==> config.mk <==
export PLATFORM = sky130hd
export DESIGN_NAME = uif_core
export DESIGN_NICKNAME = d
export VERILOG_FILES = /design/src/uif_pkg.sv /design/src/uif_core.sv /design/src/uif_pair_buffer.sv
export SDC_FILE = /design/constraint.sdc
export NUM_CORES = 1
export LEC_CHECK = 0
export ABC_AREA = 1
export BUFFER_PORTS_ARGS = -buffer_cell sky130_fd_sc_hd__buf_2
export CORE_MARGIN = 3
export CORE_UTILIZATION = 40
export DETAILED_ROUTE_END_ITERATION = 12
export PLACE_DENSITY_LB_ADDON = 0.12
export RECOVER_POWER = 50
export SYNTH_ARGS = -nofsm -noshare
export SYNTH_HDL_FRONTEND = slang
export SYNTH_SLANG_ARGS = --single-unit
==> constraint.sdc <==
create_clock -name clk -period 2.77 [get_ports clk]
set_input_delay 0.1385 -clock clk [delete_from_list [all_inputs] [get_ports clk]]
set_output_delay 0.1385 -clock clk [all_outputs]
set_load 0.05 [all_outputs]
==> src/uif_pkg.sv <==
// Constants, field layouts and carrier types of the interrupt and FIFO control.
package uif_pkg;

    // ************************************************************
    // Widths and FIFO depths
    // ************************************************************
    localparam int unsigned DATA_W = 8;
    localparam int unsigned PTR_W = 8;
    localparam int unsigned CNT_W = 9;
    localparam logic [8:0] DEPTH_256 = 9'h100;
    localparam logic [8:0] DEPTH_64 = 9'h040;
    localparam logic [8:0] DEPTH_OFF = 9'h001;
    localparam logic [1:0] BUF_ENTRIES = 2'h2;

    // ************************************************************
    // Interrupt identification codes
    // ************************************************************
    localparam logic [5:0] CODE_NONE = 6'h01;
    localparam logic [5:0] CODE_LINE = 6'h06;
    localparam logic [5:0] CODE_RXDATA = 6'h04;
    localparam logic [5:0] CODE_TIMEOUT = 6'h0c;
    localparam logic [5:0] CODE_THRE = 6'h02;
    localparam logic [5:0] CODE_MODEM = 6'h00;
    localparam logic [5:0] CODE_XOFF = 6'h10;
    localparam logic [5:0] CODE_FLOW = 6'h20;

    // ************************************************************
    // Field positions of fifo_control and interrupt_enable
    // ************************************************************
    localparam int unsigned FC_ENABLE = 0;
    localparam int unsigned FC_RXRST = 1;
    localparam int unsigned FC_TXRST = 2;
    localparam int unsigned FC_DMA = 3;
    localparam int unsigned FC_TXTRIG = 4;
    localparam int unsigned FC_RXTRIG = 6;
    localparam int unsigned IE_RXDATA = 0;
    localparam int unsigned IE_THRE = 1;
    localparam int unsigned IE_LINE = 2;
    localparam int unsigned IE_MODEM = 3;
    localparam int unsigned IE_XOFF = 5;
    localparam int unsigned IE_RTS = 6;
    localparam int unsigned IE_CTS = 7;

    // ************************************************************
    // Values after reset and trigger tables
    // ************************************************************
    localparam logic FC_ENABLE_RESET = 1'b0;
    localparam logic FC_DMA_RESET = 1'b0;
    localparam logic [1:0] TRIG_RESET = 2'h0;
    localparam logic [8:0] RX_TRIG [4] = '{9'h008, 9'h010, 9'h038, 9'h03c};
    localparam logic [8:0] TX_TRIG [4] = '{9'h008, 9'h010, 9'h020, 9'h038};

    // ************************************************************
    // Character time counts
    // ************************************************************
    localparam logic [2:0] TOUT_CHARS = 3'h4;

    // ************************************************************
    // Carrier types
    // ************************************************************
    typedef struct packed {
        logic autoCts;
        logic autoRts;
        logic enhEnable;
        logic fifo256;
    } uif_enh_s;

    typedef struct packed {
        logic lineErr;
        logic modemChange;
        logic xoffDetect;
    } uif_evt_s;

endpackage

==> src/uif_core.sv <==
// Interrupt identification and FIFO control of one UART channel.
// Notes on behaviour
// - Outside 256-byte mode, status bits 7 and 6 both mirror FIFO enable.
// - In 256-byte mode, status bit 7 is 0 when TX FIFO holds 256.
// - In 256-byte mode, status bit 6 is 1 when RX FIFO holds 256.
// - TX count zero: bit 7 high means empty, low means 256 stored.
// - RX count zero: bit 6 high means 256 stored, low means empty.
// - Bits 5:0 carry the winning source code, 00_0001 when none pends.
// - Line errors rank first with code 00_0110; line status read clears.
// - RX level at trigger gives 00_0100; cleared when level drops below.
// - Four idle character times with data give 00_1100; RX read clears.
// - TX empty or trigger crossing gives 00_0010; status read, write clear.
// - Modem line change gives 00_0000; modem status read clears it.
// - Xoff or special character gives 01_0000; status read clears it.
// - RTS or CTS rising in auto flow gives 10_0000, lowest; read clears.
// - Control bits 7:6 pick RX trigger 8, 16, 56 or 60; reset 00.
// - Control bits 5:4 pick TX trigger 8, 16, 32 or 56; reset 00.
// - TX trigger bits change only while enhanced features are enabled.
// - Control bit 3 selects DMA mode 0 or 1, mode 0 by default.
// - Writing control bit 2 resets TX pointers and count; bit self-clears.
// - Writing control bit 1 resets RX pointers and count; bit self-clears.
// - Control bit 0 enables both FIFOs; disabled after reset.
// - FIFOs hold 64 bytes, 256 in big mode, one location when disabled.
// - A source reports only while its interrupt enable bit is set.
`timescale 1ns/1ps
module uif_core
    import uif_pkg::*;
(
    // Clock and reset
    input wire logic clk,
    input wire logic reset_n,
    // Register accesses
    input wire logic fcWrite,
    input wire logic [7:0] fcData,
    input wire logic idRead,
    input wire logic lineStatusRead,
    input wire logic rxBufRead,
    input wire logic modemStatusRead,
    input wire logic txHoldWrite,
    input wire logic [7:0] intEnable,
    input wire uif_enh_s enh,
    // Events and pins
    input wire uif_evt_s evt,
    input wire logic charTick,
    input wire logic rtsPin,
    input wire logic ctsPin,
    input wire logic txPop,
    // Received characters
    input wire logic rxInValid,
    input wire logic [DATA_W-1:0] rxInData,
    output logic rxInReady,
    // RX FIFO storage write
    output logic rxMemWe,
    output logic [PTR_W-1:0] rxMemAddr,
    output logic [DATA_W-1:0] rxMemData,
    // FIFO state
    output logic [PTR_W-1:0] txWrPtr,
    output logic [PTR_W-1:0] txRdPtr,
    output logic [PTR_W-1:0] rxRdPtr,
    output logic [7:0] txLevel,
    output logic [7:0] rxLevel,
    output logic fifoEnable,
    output logic dmaMode,
    // Interrupt identification read data
    output logic [7:0] idData
);

    typedef struct packed {
        logic fcEn;
        logic dma;
        logic [1:0] rxTrig;
        logic [1:0] txTrig;
        logic [PTR_W-1:0] txWr;
        logic [PTR_W-1:0] txRd;
        logic [CNT_W-1:0] txCount;
        logic [PTR_W-1:0] rxWr;
        logic [PTR_W-1:0] rxRd;
        logic [CNT_W-1:0] rxCount;
        logic lsrPend;
        logic thrPend;
        logic msPend;
        logic xoffPend;
        logic rtsPend;
        logic ctsPend;
        logic toutPend;
        logic [2:0] toutCnt;
        logic txAbove;
        logic txWasEmpty;
        logic [2:0] rtsSync;
        logic [2:0] ctsSync;
        logic rtsLvl;
        logic ctsLvl;
        logic [7:0] idData;
    } uif_state_s;

    // TX counts as already empty after reset, so no false TX empty edge.
    localparam uif_state_s STATE_RESET = '{txWasEmpty: 1'b1, default: '0};

    uif_state_s s_q;
    uif_state_s s_d;

    logic bufValid;
    logic [DATA_W-1:0] bufData;
    logic [CNT_W-1:0] depth;
    logic [CNT_W-1:0] depthM1;
    logic [PTR_W-1:0] mask;
    logic txFull;
    logic rxFull;
    logic txPush;
    logic txPopDo;
    logic rxPush;
    logic rxPopDo;
    logic [CNT_W-1:0] rxTrigLvl;
    logic [CNT_W-1:0] txTrigLvl;
    logic rdaActive;
    logic txAboveNow;
    logic threSet;
    logic rtsRise;
    logic ctsRise;
    logic toutIdle;
    logic [5:0] code;
    logic [7:0] idValue;

    // ************************************************************
    // Received character buffer
    // ************************************************************
    uif_pair_buffer u_rx_buf (
        .clk(clk),
        .reset_n(reset_n),
        .inValid(rxInValid),
        .inReady(rxInReady),
        .inData(rxInData),
        .outValid(bufValid),
        .outReady(rxPush),
        .outData(bufData)
    );

    // ************************************************************
    // FIFO geometry and handshakes
    // ************************************************************
    always_comb begin
        depth = DEPTH_OFF;
        if (s_q.fcEn) begin
            depth = enh.fifo256 ? DEPTH_256 : DEPTH_64;
        end
    end

    assign depthM1 = depth - 9'h001;
    assign mask = depthM1[PTR_W-1:0];
    // A FIFO disabled while it held data must not take more entries.
    assign txFull = (s_q.txCount >= depth);
    assign rxFull = (s_q.rxCount >= depth);
    assign txPush = txHoldWrite && !txFull;
    assign txPopDo = txPop && (s_q.txCount != 9'h000);
    assign rxPush = bufValid && !rxFull;
    assign rxPopDo = rxBufRead && (s_q.rxCount != 9'h000);

    assign rxTrigLvl = s_q.fcEn ? RX_TRIG[s_q.rxTrig] : DEPTH_OFF;
    assign txTrigLvl = TX_TRIG[s_q.txTrig];
    assign rdaActive = (s_q.rxCount >= rxTrigLvl);
    assign txAboveNow = (s_q.txCount > txTrigLvl);
    assign threSet = ((s_q.txCount == 9'h000) && !s_q.txWasEmpty)
        || (s_q.fcEn && s_q.txAbove && !txAboveNow);

    // Pin levels count once the second and third stages agree.
    assign rtsRise = enh.autoRts && (s_q.rtsSync[1] == s_q.rtsSync[2])
        && s_q.rtsSync[1] && !s_q.rtsLvl;
    assign ctsRise = enh.autoCts && (s_q.ctsSync[1] == s_q.ctsSync[2])
        && s_q.ctsSync[1] && !s_q.ctsLvl;

    assign toutIdle = !s_q.fcEn || (s_q.rxCount == 9'h000) || rxPush
        || rxBufRead;

    // ************************************************************
    // Priority encoder
    // ************************************************************
    always_comb begin
        code = CODE_NONE;
        if (s_q.lsrPend && intEnable[IE_LINE]) begin
            code = CODE_LINE;
        end else if (rdaActive && intEnable[IE_RXDATA]) begin
            code = CODE_RXDATA;
        end else if (s_q.toutPend && intEnable[IE_RXDATA]) begin
            code = CODE_TIMEOUT;
        end else if (s_q.thrPend && intEnable[IE_THRE]) begin
            code = CODE_THRE;
        end else if (s_q.msPend && intEnable[IE_MODEM]) begin
            code = CODE_MODEM;
        end else if (s_q.xoffPend && intEnable[IE_XOFF]) begin
            code = CODE_XOFF;
        end else if ((s_q.rtsPend && intEnable[IE_RTS])
            || (s_q.ctsPend && intEnable[IE_CTS])) begin
            code = CODE_FLOW;
        end
    end

    always_comb begin
        idValue = {s_q.fcEn, s_q.fcEn, code};
        if (enh.fifo256) begin
            idValue[7] = (s_q.txCount != DEPTH_256);
            idValue[6] = (s_q.rxCount == DEPTH_256);
        end
    end

    // ************************************************************
    // Next state
    // ************************************************************
    always_comb begin
        s_d = s_q;
        // TX pointers and level.
        if (txPush) begin
            s_d.txWr = (s_q.txWr + 8'h01) & mask;
        end
        if (txPopDo) begin
            s_d.txRd = (s_q.txRd + 8'h01) & mask;
        end
        if (txPush && !txPopDo) begin
            s_d.txCount = s_q.txCount + 9'h001;
        end else if (txPopDo && !txPush) begin
            s_d.txCount = s_q.txCount - 9'h001;
        end
        // RX pointers and level.
        if (rxPush) begin
            s_d.rxWr = (s_q.rxWr + 8'h01) & mask;
        end
        if (rxPopDo) begin
            s_d.rxRd = (s_q.rxRd + 8'h01) & mask;
        end
        if (rxPush && !rxPopDo) begin
            s_d.rxCount = s_q.rxCount + 9'h001;
        end else if (rxPopDo && !rxPush) begin
            s_d.rxCount = s_q.rxCount - 9'h001;
        end
        // FIFO control writes; the reset bits are never stored.
        if (fcWrite) begin
            s_d.fcEn = fcData[FC_ENABLE];
            s_d.dma = fcData[FC_DMA];
            s_d.rxTrig = fcData[FC_RXTRIG +: 2];
            if (enh.enhEnable) begin
                s_d.txTrig = fcData[FC_TXTRIG +: 2];
            end
            if (fcData[FC_TXRST]) begin
                s_d.txWr = 8'h00;
                s_d.txRd = 8'h00;
                s_d.txCount = 9'h000;
            end
            if (fcData[FC_RXRST]) begin
                s_d.rxWr = 8'h00;
                s_d.rxRd = 8'h00;
                s_d.rxCount = 9'h000;
            end
        end
        // Pending sources; a set in the clearing cycle wins.
        s_d.lsrPend = evt.lineErr
            || (s_q.lsrPend && !lineStatusRead);
        s_d.msPend = evt.modemChange
            || (s_q.msPend && !modemStatusRead);
        s_d.thrPend = threSet || (s_q.thrPend && !txPush
            && !(idRead && code == CODE_THRE));
        s_d.xoffPend = evt.xoffDetect || (s_q.xoffPend
            && !(idRead && code == CODE_XOFF));
        s_d.rtsPend = rtsRise || (s_q.rtsPend
            && !(idRead && code == CODE_FLOW));
        s_d.ctsPend = ctsRise || (s_q.ctsPend
            && !(idRead && code == CODE_FLOW));
        s_d.txAbove = txAboveNow;
        s_d.txWasEmpty = (s_q.txCount == 9'h000);
        // Character timeout counts idle character times.
        if (toutIdle) begin
            s_d.toutCnt = 3'h0;
        end else if (charTick && s_q.toutCnt != TOUT_CHARS) begin
            s_d.toutCnt = s_q.toutCnt + 3'h1;
        end
        if (!toutIdle && charTick && s_q.toutCnt == TOUT_CHARS - 3'h1) begin
            s_d.toutPend = 1'b1;
        end else if (rxBufRead) begin
            s_d.toutPend = 1'b0;
        end
        // Pin synchronisers.
        s_d.rtsSync = {s_q.rtsSync[1:0], rtsPin};
        s_d.ctsSync = {s_q.ctsSync[1:0], ctsPin};
        if (s_q.rtsSync[1] == s_q.rtsSync[2]) begin
            s_d.rtsLvl = s_q.rtsSync[1];
        end
        if (s_q.ctsSync[1] == s_q.ctsSync[2]) begin
            s_d.ctsLvl = s_q.ctsSync[1];
        end
        if (idRead) begin
            s_d.idData = idValue;
        end
    end

    always_ff @(posedge clk or negedge reset_n) begin
        if (!reset_n) begin
            s_q <= STATE_RESET;
        end else begin
            s_q <= s_d;
        end
    end

    // ************************************************************
    // Outputs
    // ************************************************************
    assign rxMemWe = rxPush;
    assign rxMemAddr = s_q.rxWr;
    assign rxMemData = bufData;
    assign txWrPtr = s_q.txWr;
    assign txRdPtr = s_q.txRd;
    assign rxRdPtr = s_q.rxRd;
    assign txLevel = s_q.txCount[7:0];
    assign rxLevel = s_q.rxCount[7:0];
    assign fifoEnable = s_q.fcEn;
    assign dmaMode = s_q.dma;
    assign idData = s_q.idData;
endmodule // uif_core

==> src/uif_pair_buffer.sv <==
// Two-entry buffer with valid and ready on both sides.
`timescale 1ns/1ps
module uif_pair_buffer
    import uif_pkg::*;
(
    // Clock and reset
    input wire logic clk,
    input wire logic reset_n,
    // Filling side
    input wire logic inValid,
    output logic inReady,
    input wire logic [DATA_W-1:0] inData,
    // Draining side
    output logic outValid,
    input wire logic outReady,
    output logic [DATA_W-1:0] outData
);

    typedef struct packed {
        logic [1:0] cnt;
        logic [DATA_W-1:0] slot0;
        logic [DATA_W-1:0] slot1;
    } uif_buf_s;

    uif_buf_s s_q;
    uif_buf_s s_d;
    logic push;
    logic pop;

    assign inReady = (s_q.cnt != BUF_ENTRIES);
    assign outValid = (s_q.cnt != 2'h0);
    assign outData = s_q.slot0;
    assign push = inValid && inReady;
    assign pop = outValid && outReady;

    always_comb begin
        s_d = s_q;
        if (push && pop) begin
            if (s_q.cnt == 2'h1) begin
                s_d.slot0 = inData;
            end else begin
                s_d.slot0 = s_q.slot1;
                s_d.slot1 = inData;
            end
        end else if (push) begin
            if (s_q.cnt == 2'h0) begin
                s_d.slot0 = inData;
            end else begin
                s_d.slot1 = inData;
            end
            s_d.cnt = s_q.cnt + 2'h1;
        end else if (pop) begin
            s_d.slot0 = s_q.slot1;
            s_d.cnt = s_q.cnt - 2'h1;
        end
    end

    always_ff @(posedge clk or negedge reset_n) begin
        if (!reset_n) begin
            s_q <= '0;
        end else begin
            s_q <= s_d;
        end
    end

endmodule // uif_pair_buffer

==> flow_summary.yaml, run 1 <==
placement:
  dpl-instance-area_um2: 6840
  portBuffers: 110
  place_congestion: 0.847
  dp.cells: 1104
  dp_slack_ns: 0.366
  dp_hpwl_um: 11300
yosys:
  seq_area_frac_synth: 0.393
  synth_area_leader_cell: "dfrtp_1"
  synth-seq-cells: 102
  post-synth-top-area-fraction: 0.389
  postSynthAreaPerCell_um2: 7.62
  synthesis.nets: 926
  syn_inst: 853
  ys_top_cells_by_area: "dfrtp_1 (39%), nand2_1 (11%), buf_4 (7.5%)"
  synth.distinct_cells: 43
  syn_area_um2: 6500
  yosysWarnings: 0
power:
  power_frac_seq: 0.313
  pwr-share-clk: 0.162
  swShare: 0.505
  netSwitchingPower_mw: 3.70
  power.density_nw_per_um2: 1020
  peakVddDrop_mv: 0.502
  combPwrFrac: 0.525
  internal_power_mw: 3.62
  p_leak_nw: 3.77
  power_mw: 7.32
sta:
  slew_viol_final: 0
  post-route-period-util: 0.920
  rsz0062_at_grt: "false"
  worst_slack_ns: 0.222
  fmax_mhz: 392
  slew_headroom: 0.0478
  skew_ns: 0.0110
  hold_slack_ns: 0.0281
  setup_viol: 0
  tightest_slew_ns: 1.43
  hold_viol_final: 0
  fin_crit_ns: 2.55
  fin_setup_tns_ns: 0
cells_and_area:
  layout-drive-gt1-share: 0.172
  fin_area_um2: 7160
  syn_to_final_growth_pct: 10.2
  finalNetCount: 986
  final-instance-count-excl-fill: 1129
  final_core_util: 0.461
setup_path:
  end_kind: "output port"
  worst-path-max-fanout: 13
  slowest_stage: "dfrtp_2"
  worst_ep_required_time_ns: 2.63
  crit_chain: "inv_1, ha_1, nand2_1, nor2_1, nand3_1, nand4_4, buf_4, inv_2, buf_2"
  crit_buf_inv: 4
  max_stage_delay_ns: 0.47
  critical_path_class: "reg2out"
  crit_path_start_kind: "register"
  crit_family: "buffers and inverters"
  cp.arrival_ns: 2.41
floorplanning:
  start_util: 0.418
  die-area_um2: 17800
  die_w_um: 133
  rows: 45
  core_area_um2: 15500
  num_io_pins: 112
  die-height_um: 133
global_route:
  overflow: 0
  antenna_found_initial: 1
  grt_pass1_wl_um: 25300
  grt_use_total: 0.177
  grt_pass1_vias: 5002
  grt_max_degree: 103
clocking:
  cts_tree: "built"
  cts_num_sinks: 102
  insertion_delay_ns: 0.36
  cts_buffers: 9
  htreeDepth: 3
  clk_pin_slew_ns: 0.07
  postCtsSetupRepairBufs: 0
  cts-root-buf: "clkbuf_16"
  max-clock-path-buffers: 2
min_path:
  hp-class: "in2reg"
drt:
  drt-wirelength-per-cell_um: 13.6
  drc_errors: 0
  avgViaCountPerCell: 4.74
  vias: 5347
  ant_nets: 0
  first_pass_iters: 5
  wl_um: 15400
  first_iter_violations: 269
run:
  drv_cap: 0
run_status:
  status: "finished clean"
==> cells in the final DEF (no fill, tap or decap), types with 16 or more instances in the layout <==
master and n:
nand2_1 186, inv_1 104, dfrtp_1 100, nor2_1 94
buf_2 87, o21ai_0 59, a21oi_1 43, nand3_1 42
ha_1 27, clkbuf_1 23, xor2_1 18, nor3_1 16
==> worst reg2reg max path, delay by kind of cell, from the launching register on <==
family / cells / cell delay, ns
AND/OR/NAND/NOR: 10 / 0.83
buffers and inverters: 3 / 0.65
flip-flops: 1 / 0.47
adder cells (fa/ha/maj): 1 / 0.22
AO/OA/AOI/OAI: 1 / 0.12
==> what timing repair did <==
item | 4_1_cts | 5_1_grt
hold buffers | 9 | 0
resized for setup | 0 | 0
endpoints found under the setup margin | 0 | 0
endpoints found under the hold margin | 107 | 0
==> Yosys cell counts <==
library cell  instances
nor2_2                3
and3_1                4
inv_2                 8
o21ai_1               5
o21ai_2               1
dfstp_2               1
ha_1                 29
nor2_8                1
buf_4                65
nand3b_1              1
nand2_2               6
o211ai_1              2
nand2_1             188
o21ai_4               1
inv_4                 1
buf_6                 6
nand4_2               1
nor3_1               16
nor3_2                1
inv_1               104
xor2_1               18
nand4_1              10
xnor2_1               3
nor2_1               95
o22ai_1               4
o21ai_0              59
a21oi_1              43
nand3_4               1
o21bai_1              3
a211oi_1              3
buf_2                 3
nand3_2               1
dfrtp_1             101
nor2_4                2
clkbuf_1              7
nand2_4               2
nand3_1              42
a21oi_2               2
o221a_2               1
or2_2                 4
a22oi_1               2
nand4_4               1
o211a_1               2
==> sequential cells by signal, indices dropped and copies added (netlist names) <==
signal            flops
idData                8
u_rx_buf.s_q         10
dmaMode               1
s_d                   4
rxRdPtr               8
txRdPtr               8
s_q                  22
fifoEnable            1
rxMemAddr             8
rxLevel               8
txLevel               8
txWrPtr               8
u_rx_buf.outData      8
==> routing by layer <==
| layer | up-vias | GRT usage | share of wire |
|---|---|---|---|
| met3 | 19 | 0.0468 | 0.045 |
| met1 | 2444 | 0.250 | 0.50 |
| met4 | 0 | 0.0480 | 0.017 |
| met5 | - | 0 | 0 |
| met2 | 108 | 0.271 | 0.44 |
| li1 | 2776 | - | - |
==> power groups by stage <==
stage	sequential (mW)	clock [mW]	combinational, mW
after floorplan	2.17	0	3.50
after global placement	2.32	0	3.87
after detailed placement	2.32	0	3.89
after CTS	2.29	1.25	3.91
after global routing	2.36	1.30	4.32
final	2.29	1.18	3.85
==> layout make-up <==
cell class	count	area, um^2
fill	1646	8380
multi-input combinational	557	2950
sequential	102	2550
timing repair buffer	130	698
inverter	113	427
tap	211	264
clock buffer	10	229
clock inverter	5	37.5
antenna	1	2.50
==> path summary, 6_finish.rpt <==
check / start / endpoint / slack (ns) / depth (start not counted)
worst max register to register: fifoEnable / txLevel[4] / 0.37 / 15
max in group asynchronous: reset_n / fifoEnable / 0.99 / 3
min in group asynchronous: reset_n / s_q[9] / 0.79 / 3
worst max-delay path: fifoEnable / rxMemWe / 0.22 / 9
worst min register to register: s_d[14] / s_d[15] / 0.35 / 0
worst min-delay path: fcData[2] / txWrPtr[6] / 0.03 / 2
==> kinds of logic after synthesis <==
kind of cell,count (synthesis),share of synthesized area
compound gates,128,0.109
xor+xnor,21,0.0283
fa+ha+maj,29,0.0558
buf+inv,194,0.157
flops,102,0.393
simple gates,379,0.256
Note: power is estimated with default switching activity, not from simulation.
==> run 2, diff against run 1 <==
--- a/config.mk
+++ b/config.mk
@@ -14,4 +14,5 @@
 export RECOVER_POWER = 50
 export SYNTH_ARGS = -nofsm -noshare
 export SYNTH_HDL_FRONTEND = slang
+export SYNTH_HIERARCHICAL = 1
 export SYNTH_SLANG_ARGS = --single-unit
==> flow_summary.yaml, run 2 <==
run_status:
  status: "finished clean"
placement:
  dp.cells: 1170
  dp_hpwl_um: 12400
  place_congestion: 0.844
  dpl-instance-area_um2: 7270
  portBuffers: 110
cells_and_area:
  fin_area_um2: 7640
  top_register: "s_q"
  diodes: 0
  fillers: 1779
  multi_input_area_um2: 3360
  layout-drive-gt1-share: 0.166
  final_core_util: 0.454
  largest_register_ff_count: 22
  syn_to_final_growth_pct: 9.82
  layout_commonest_cell: "nand2_1"
  reg_top3: "s_q: 22 flops, u_rx_buf/s_q: 10 flops"
  final-instance-count-excl-fill: 1197
  finalNetCount: 1047
  mostFrequentLayoutCells: "nand2_1 (195), nor2_1 (128), inv_1 (102), dfrtp_1 (100), buf_2 (64)"
  seqCellArea_um2: 2550
yosys:
  synth-main-ff-cell: "dfrtp_1"
  syn_inst: 915
  synth.distinct_cells: 50
  seq_area_frac_synth: 0.367
  synth_area_leader_cell: "dfrtp_1"
  ys_top_cells_by_area: "dfrtp_1 (36%), nand2_1 (11%), buf_4 (7.0%)"
  yosys-top-cells-count: "nand2_1 (197), nor2_1 (129), inv_1 (103)"
  synthesis.nets: 990
  postSynthAreaPerCell_um2: 7.60
  postSynth.asyncResetShare: 1.00
  post-synth-top-count-cell: "nand2_1"
  post-synth-top-area-fraction: 0.363
  synth_edf_count: 0
  yosysWarnings: 6
  syn_area_um2: 6960
  synth-seq-cells: 102
setup_path:
  crit_buf_inv: 2
  end_kind: "register"
  crit_family: "compound AO/OA/AOI/OAI gates"
  r2r_slack_ns: 0.28
  crit_path_frequent_cell: "inv_1"
  max_stage_delay_ns: 0.67
  worst-path-max-fanout: 17
  r2r-start: "txLevel[0]"
  critical_path_class: "reg2reg"
  r2r-end: "txLevel[2]"
  slowest_stage: "a21boi_2"
  crit_chain: "inv_1, ha_1, inv_1, nor3_4, a21boi_2, nand2_1, o21ai_0, a21oi_1"
  worst_ep_required_time_ns: 3.01
  crit_path_start_kind: "register"
  ff2ff_path_depth: 8
  cp.arrival_ns: 2.73
global_route:
  antenna_found_initial: 0
  grt_use_total: 0.180
  grt_max_degree: 49
  overflow: 0
  grt_pass1_vias: 5328
  grt_pass1_wl_um: 27300
sta:
  setup_viol: 0
  fmax_mhz: 401
  slew_viol_final: 0
  slew_headroom: 0.127
  fin_crit_ns: 2.49
  hold_viol_final: 0
  post-route-period-util: 0.900
  tightest_slew_ns: 1.31
  skew_ns: 0.0136
  fin_setup_tns_ns: 0
  rsz0062_at_grt: "false"
power:
  peakVddDrop_mv: 0.558
  pwr-share-clk: 0.163
  power_mw: 8.38
  power_frac_seq: 0.273
  power.density_nw_per_um2: 1100
  combPwrFrac: 0.565
  swShare: 0.517
  internal_power_mw: 4.04
  p_leak_nw: 3.84
  netSwitchingPower_mw: 4.34
floorplanning:
  core_area_um2: 16800
  die-area_um2: 19000
  die-height_um: 138
  start_util: 0.414
  num_io_pins: 112
  die_w_um: 138
  rows: 47
run:
  drv_cap: 0
drt:
  drc_errors: 0
  wl_um: 16700
  first_pass_iters: 5
  drt-wirelength-per-cell_um: 14.0
  avgViaCountPerCell: 4.74
  vias: 5678
  first_iter_violations: 355
  ant_nets: 0
clocking:
  cts_tree: "built"
  clk_pin_slew_ns: 0.08
  htreeDepth: 3
  cts_buffers: 9
  cts_resized: 0
  insertion_delay_ns: 0.36
  cts_num_sinks: 102
  max-clock-path-buffers: 2
  cts-root-buf: "clkbuf_16"
min_path:
  hold_start: "fcData[2]"
  worstHoldEndpoint: "txWrPtr[6]"
  hp-class: "in2reg"
  hold_depth: 2
[run 2: cell count changes after synthesis, moves of 6 or more]
cell     delta
nand4_1     +6
o21ai_0    -17
nor2_1     +34
o21ai_2    +11
nand3_1    +10
nor3_1      -7
nand2_1     +9
[run 2: cell type report]
cell class,instances,share of cell area
multi-input combinational,613,0.440
tap,220,0.0360
timing repair buffer,132,0.0903
clock buffer,9,0.0295
sequential,102,0.334
inverter,114,0.0580
clock inverter,7,0.0118
[run 2: how the worst max path moves through the flow]
stage               depth (start not counted)               to  slack (ns)        from
floorplan                                  19  u_rx_buf/s_q[4]       0.008  fifoEnable
global placement                           16  u_rx_buf/s_q[2]        0.25  fifoEnable
detailed placement                         16  u_rx_buf/s_q[0]        0.23  fifoEnable
CTS                                        16  u_rx_buf/s_q[2]        0.19  fifoEnable
global route                                8       txLevel[2]        0.05  txLevel[0]
finish                                      8       txLevel[2]        0.28  txLevel[0]
[run 2: repair_timing]
item,CTS,global route
setup endpoints to repair,0,4
buffers inserted,0,1
hold buffers,10,0
endpoints found under the hold margin,52,0
[run 2: kinds of logic after synthesis]
family	after synthesis	share of synthesized area
and+or+nand+nor	439	0.283
buffers and inverters	200	0.158
AOI/OAI and AO/OA	121	0.108
DFF	102	0.367
adders and majority gates	31	0.0558
xor gates and xnor gates	20	0.0252
muxes	2	0.00324
[run 2: through the flow]
stage | hold slack (ns) | setup WS [ns]
2_1_floorplan | -0.157 | 0.00780
3_3_place_gp | 0.230 | 0.247
3_5_place_dp | 0.229 | 0.234
4_1_cts | 0.000136 | 0.188
5_1_grt | 0.00862 | 0.0492
6_report | 0.00313 | 0.276
[run 2: per-layer routing]
| layer | global-route usage | up-vias | wire length, um | share of wire |
|---|---|---|---|---|
| li1 | - | 2981 | - | - |
| met1 | 0.270 | 2583 | 8670 | 0.52 |
| met2 | 0.269 | 103 | 7080 | 0.42 |
| met3 | 0.0265 | 11 | 838 | 0.050 |
| met4 | 0.0538 | 0 | 131 | 0.0078 |
| met5 | 0 | - | 0 | 0 |
[run 2: power groups by stage]
| stage | clock [mW] | combinational (mW) | sequential, mW |
|---|---|---|---|
| CTS | 1.41 | 4.79 | 2.28 |
| floorplan | 0 | 4.20 | 2.21 |
| finish | 1.36 | 4.73 | 2.28 |
| detailed placement | 0 | 4.75 | 2.31 |
| global route | 1.48 | 5.31 | 2.35 |
| global placement | 0 | 4.73 | 2.30 |
==> run 3, diff against run 2 <==
--- a/config.mk
+++ b/config.mk
@@ -16,3 +16,4 @@
 export SYNTH_HDL_FRONTEND = slang
 export SYNTH_HIERARCHICAL = 1
 export SYNTH_SLANG_ARGS = --single-unit
+export TNS_END_PERCENT = 1
==> constraint.sdc (replaced) <==
create_clock -name clk -period 2.77 [get_ports clk]
set_input_delay 0.277 -clock clk [delete_from_list [all_inputs] [get_ports clk]]
set_output_delay 0.277 -clock clk [all_outputs]
set_load 0.05 [all_outputs]
==> flow_summary.yaml, run 3 (synthesized netlist as in run 2, its figures left out) <==
run_status:
  status: "finished clean"
placement:
  dp_slack_ns: 0.108
  dp.cells: 1172
  place_congestion: 0.823
  portBuffers: 110
  dp_hpwl_um: 12400
setup_path:
  end_kind: "register"
  worst_ep_required_time_ns: 3.02
  worst-path-max-fanout: 10
  crit_path_start_kind: "register"
  r2r_slack_ns: 0.23
  critical_path_class: "reg2reg"
  slowest_stage: "dfrtp_2"
  crit_chain: "nand2_1, ha_4, inv_1, nor2_1, nand2_1, nor2_1, nor2_4, nand4_4, inv_8, nand2_4, inv_1, ha_1, buf_4, nand3_1, nand2_1, nor2_1, nor2_1"
  max_stage_delay_ns: 0.48
  r2r-end: "u_rx_buf/outData[6]"
  r2r-start: "fifoEnable"
  cp.arrival_ns: 2.79
  ff2ff_path_depth: 17
  crit_path_frequent_cell: "nor2_1"
power:
  netSwitchingPower_mw: 4.33
  power_mw: 8.27
  pwr-share-clk: 0.154
  internal_power_mw: 3.94
  combPwrFrac: 0.570
  power.density_nw_per_um2: 1090
  swShare: 0.523
  power_frac_seq: 0.276
  p_leak_nw: 3.89
  peakVddDrop_mv: 0.505
global_route:
  grt_use_total: 0.177
  met3_usage: 0.0243
  busiest_layer: "met2"
  met2_usage: 0.266
  overflow: 0
  grt_max_degree: 50
  antenna_found_initial: 0
  grt_pass1_wl_um: 26400
  grtUsageMet1: 0.262
  grt_pass1_vias: 5167
run:
  drv_cap: 0
sta:
  setup_viol: 0
  hold_viol_final: 0
  rsz0062_at_grt: "false"
  tightest_slew_ns: 1.29
  slew_viol_final: 0
  fin_crit_ns: 2.54
  slew_headroom: 0.140
  fmax_mhz: 393
  worst_slack_ns: 0.227
  post-route-period-util: 0.918
  skew_ns: 0.0105
drt:
  vias: 5679
  first_iter_violations: 322
  avgViaCountPerCell: 4.77
  drt-wirelength-per-cell_um: 14.0
  drc_errors: 0
  first_pass_iters: 4
  wl_um: 16600
  ant_nets: 0
clocking:
  insertion_delay_ns: 0.36
  cts_resized: 0
  cts_num_sinks: 102
  htreeDepth: 3
  cts-root-buf: "clkbuf_16"
  clk_pin_slew_ns: 0.08
  max-clock-path-buffers: 2
  cts_tree: "built"
  cts_buffers: 9
cells_and_area:
  largest_register_ff_count: 22
  layout_commonest_cell: "nand2_1"
  reg_top3: "s_q: 22 flops, u_rx_buf/s_q: 10 flops"
  diodes: 0
  finalNetCount: 1040
  layout-drive-gt1-share: 0.187
  mostFrequentLayoutCells: "nand2_1 (195), nor2_1 (129), inv_1 (103), dfrtp_1 (100), buf_2 (83)"
  fillers: 1812
  syn_to_final_growth_pct: 8.69
  top_register: "s_q"
  final-instance-count-excl-fill: 1190
floorplanning:
  die-area_um2: 19000
  start_util: 0.414
  core_area_um2: 16800
  die_w_um: 138
  num_io_pins: 112
  die-height_um: 138
  rows: 47
min_path:
  hp-class: "in2reg"
  hold_depth: 1
  hold_start: "ctsPin"
  worstHoldEndpoint: "s_d[11]"
## run 3: layout make-up
cell class              instances  area (um^2)  share of cell area
repair buffers                125          654              0.0866
clock inverters                 7         66.3             0.00877
clock buffers                   9          225              0.0298
multi-input cells             613         3340               0.442
flip-flops and latches        102         2550               0.338
well taps                     220          275              0.0364
inverters                     114          443              0.0586
## run 3: worst max-delay path, delay by kind of cell, from the launching register on
family                   cells  cell delay [ns]
buffers and inverters        4             0.33
adder cells (fa/ha/maj)      2             0.55
AND/OR/NAND/NOR             11             1.07
flip-flops                   1             0.48
## run 3: how the worst max path moves through the flow
stage | to | from | slack, ns | cells past startpoint
global placement | u_rx_buf/s_q[7] | fifoEnable | 0.19 | 16
floorplan | u_rx_buf/s_q[4] | fifoEnable | -0.03 | 19
global route | u_rx_buf/outData[0] | fifoEnable | 0.07 | 17
detailed placement | u_rx_buf/s_q[1] | fifoEnable | 0.11 | 16
CTS | u_rx_buf/s_q[1] | fifoEnable | 0.09 | 16
finish | u_rx_buf/outData[6] | fifoEnable | 0.23 | 17
## run 3: stage by stage
step	cell area [um^2]	setup TNS (ns)	hold slack (ns)	utilization
floorplan	7020	-0.220	-0.0186	-
global placement	7280	0	0.333	0.433
detailed placement	7280	0	0.335	0.433
CTS	7580	0	0.00648	0.451
global route	7560	0	0.000622	0.449
finish	7560	0	0.0179	0.449
## run 3: power by group through the flow
stage	clock network [mW]	logic [mW]	registers [mW]
2_1_floorplan	0	4.17	2.21
3_3_place_gp	0	4.71	2.31
3_5_place_dp	0	4.73	2.32
4_1_cts	1.32	4.75	2.28
5_1_grt	1.39	5.25	2.35
6_report	1.27	4.72	2.28
## run 3: what timing repair did
item / in CTS / in global routing
setup endpoints to repair: 0 / 8
buffers inserted: 0 / 1
hold endpoints to repair: 47 / 0
hold buffers: 1 / 0
## run 3: routing by layer
metal	vias to the layer above	wire length, um
met3	18	735
met5	-	0
met4	0	281
met1	2575	8390
met2	124	7240
li1	2962	-
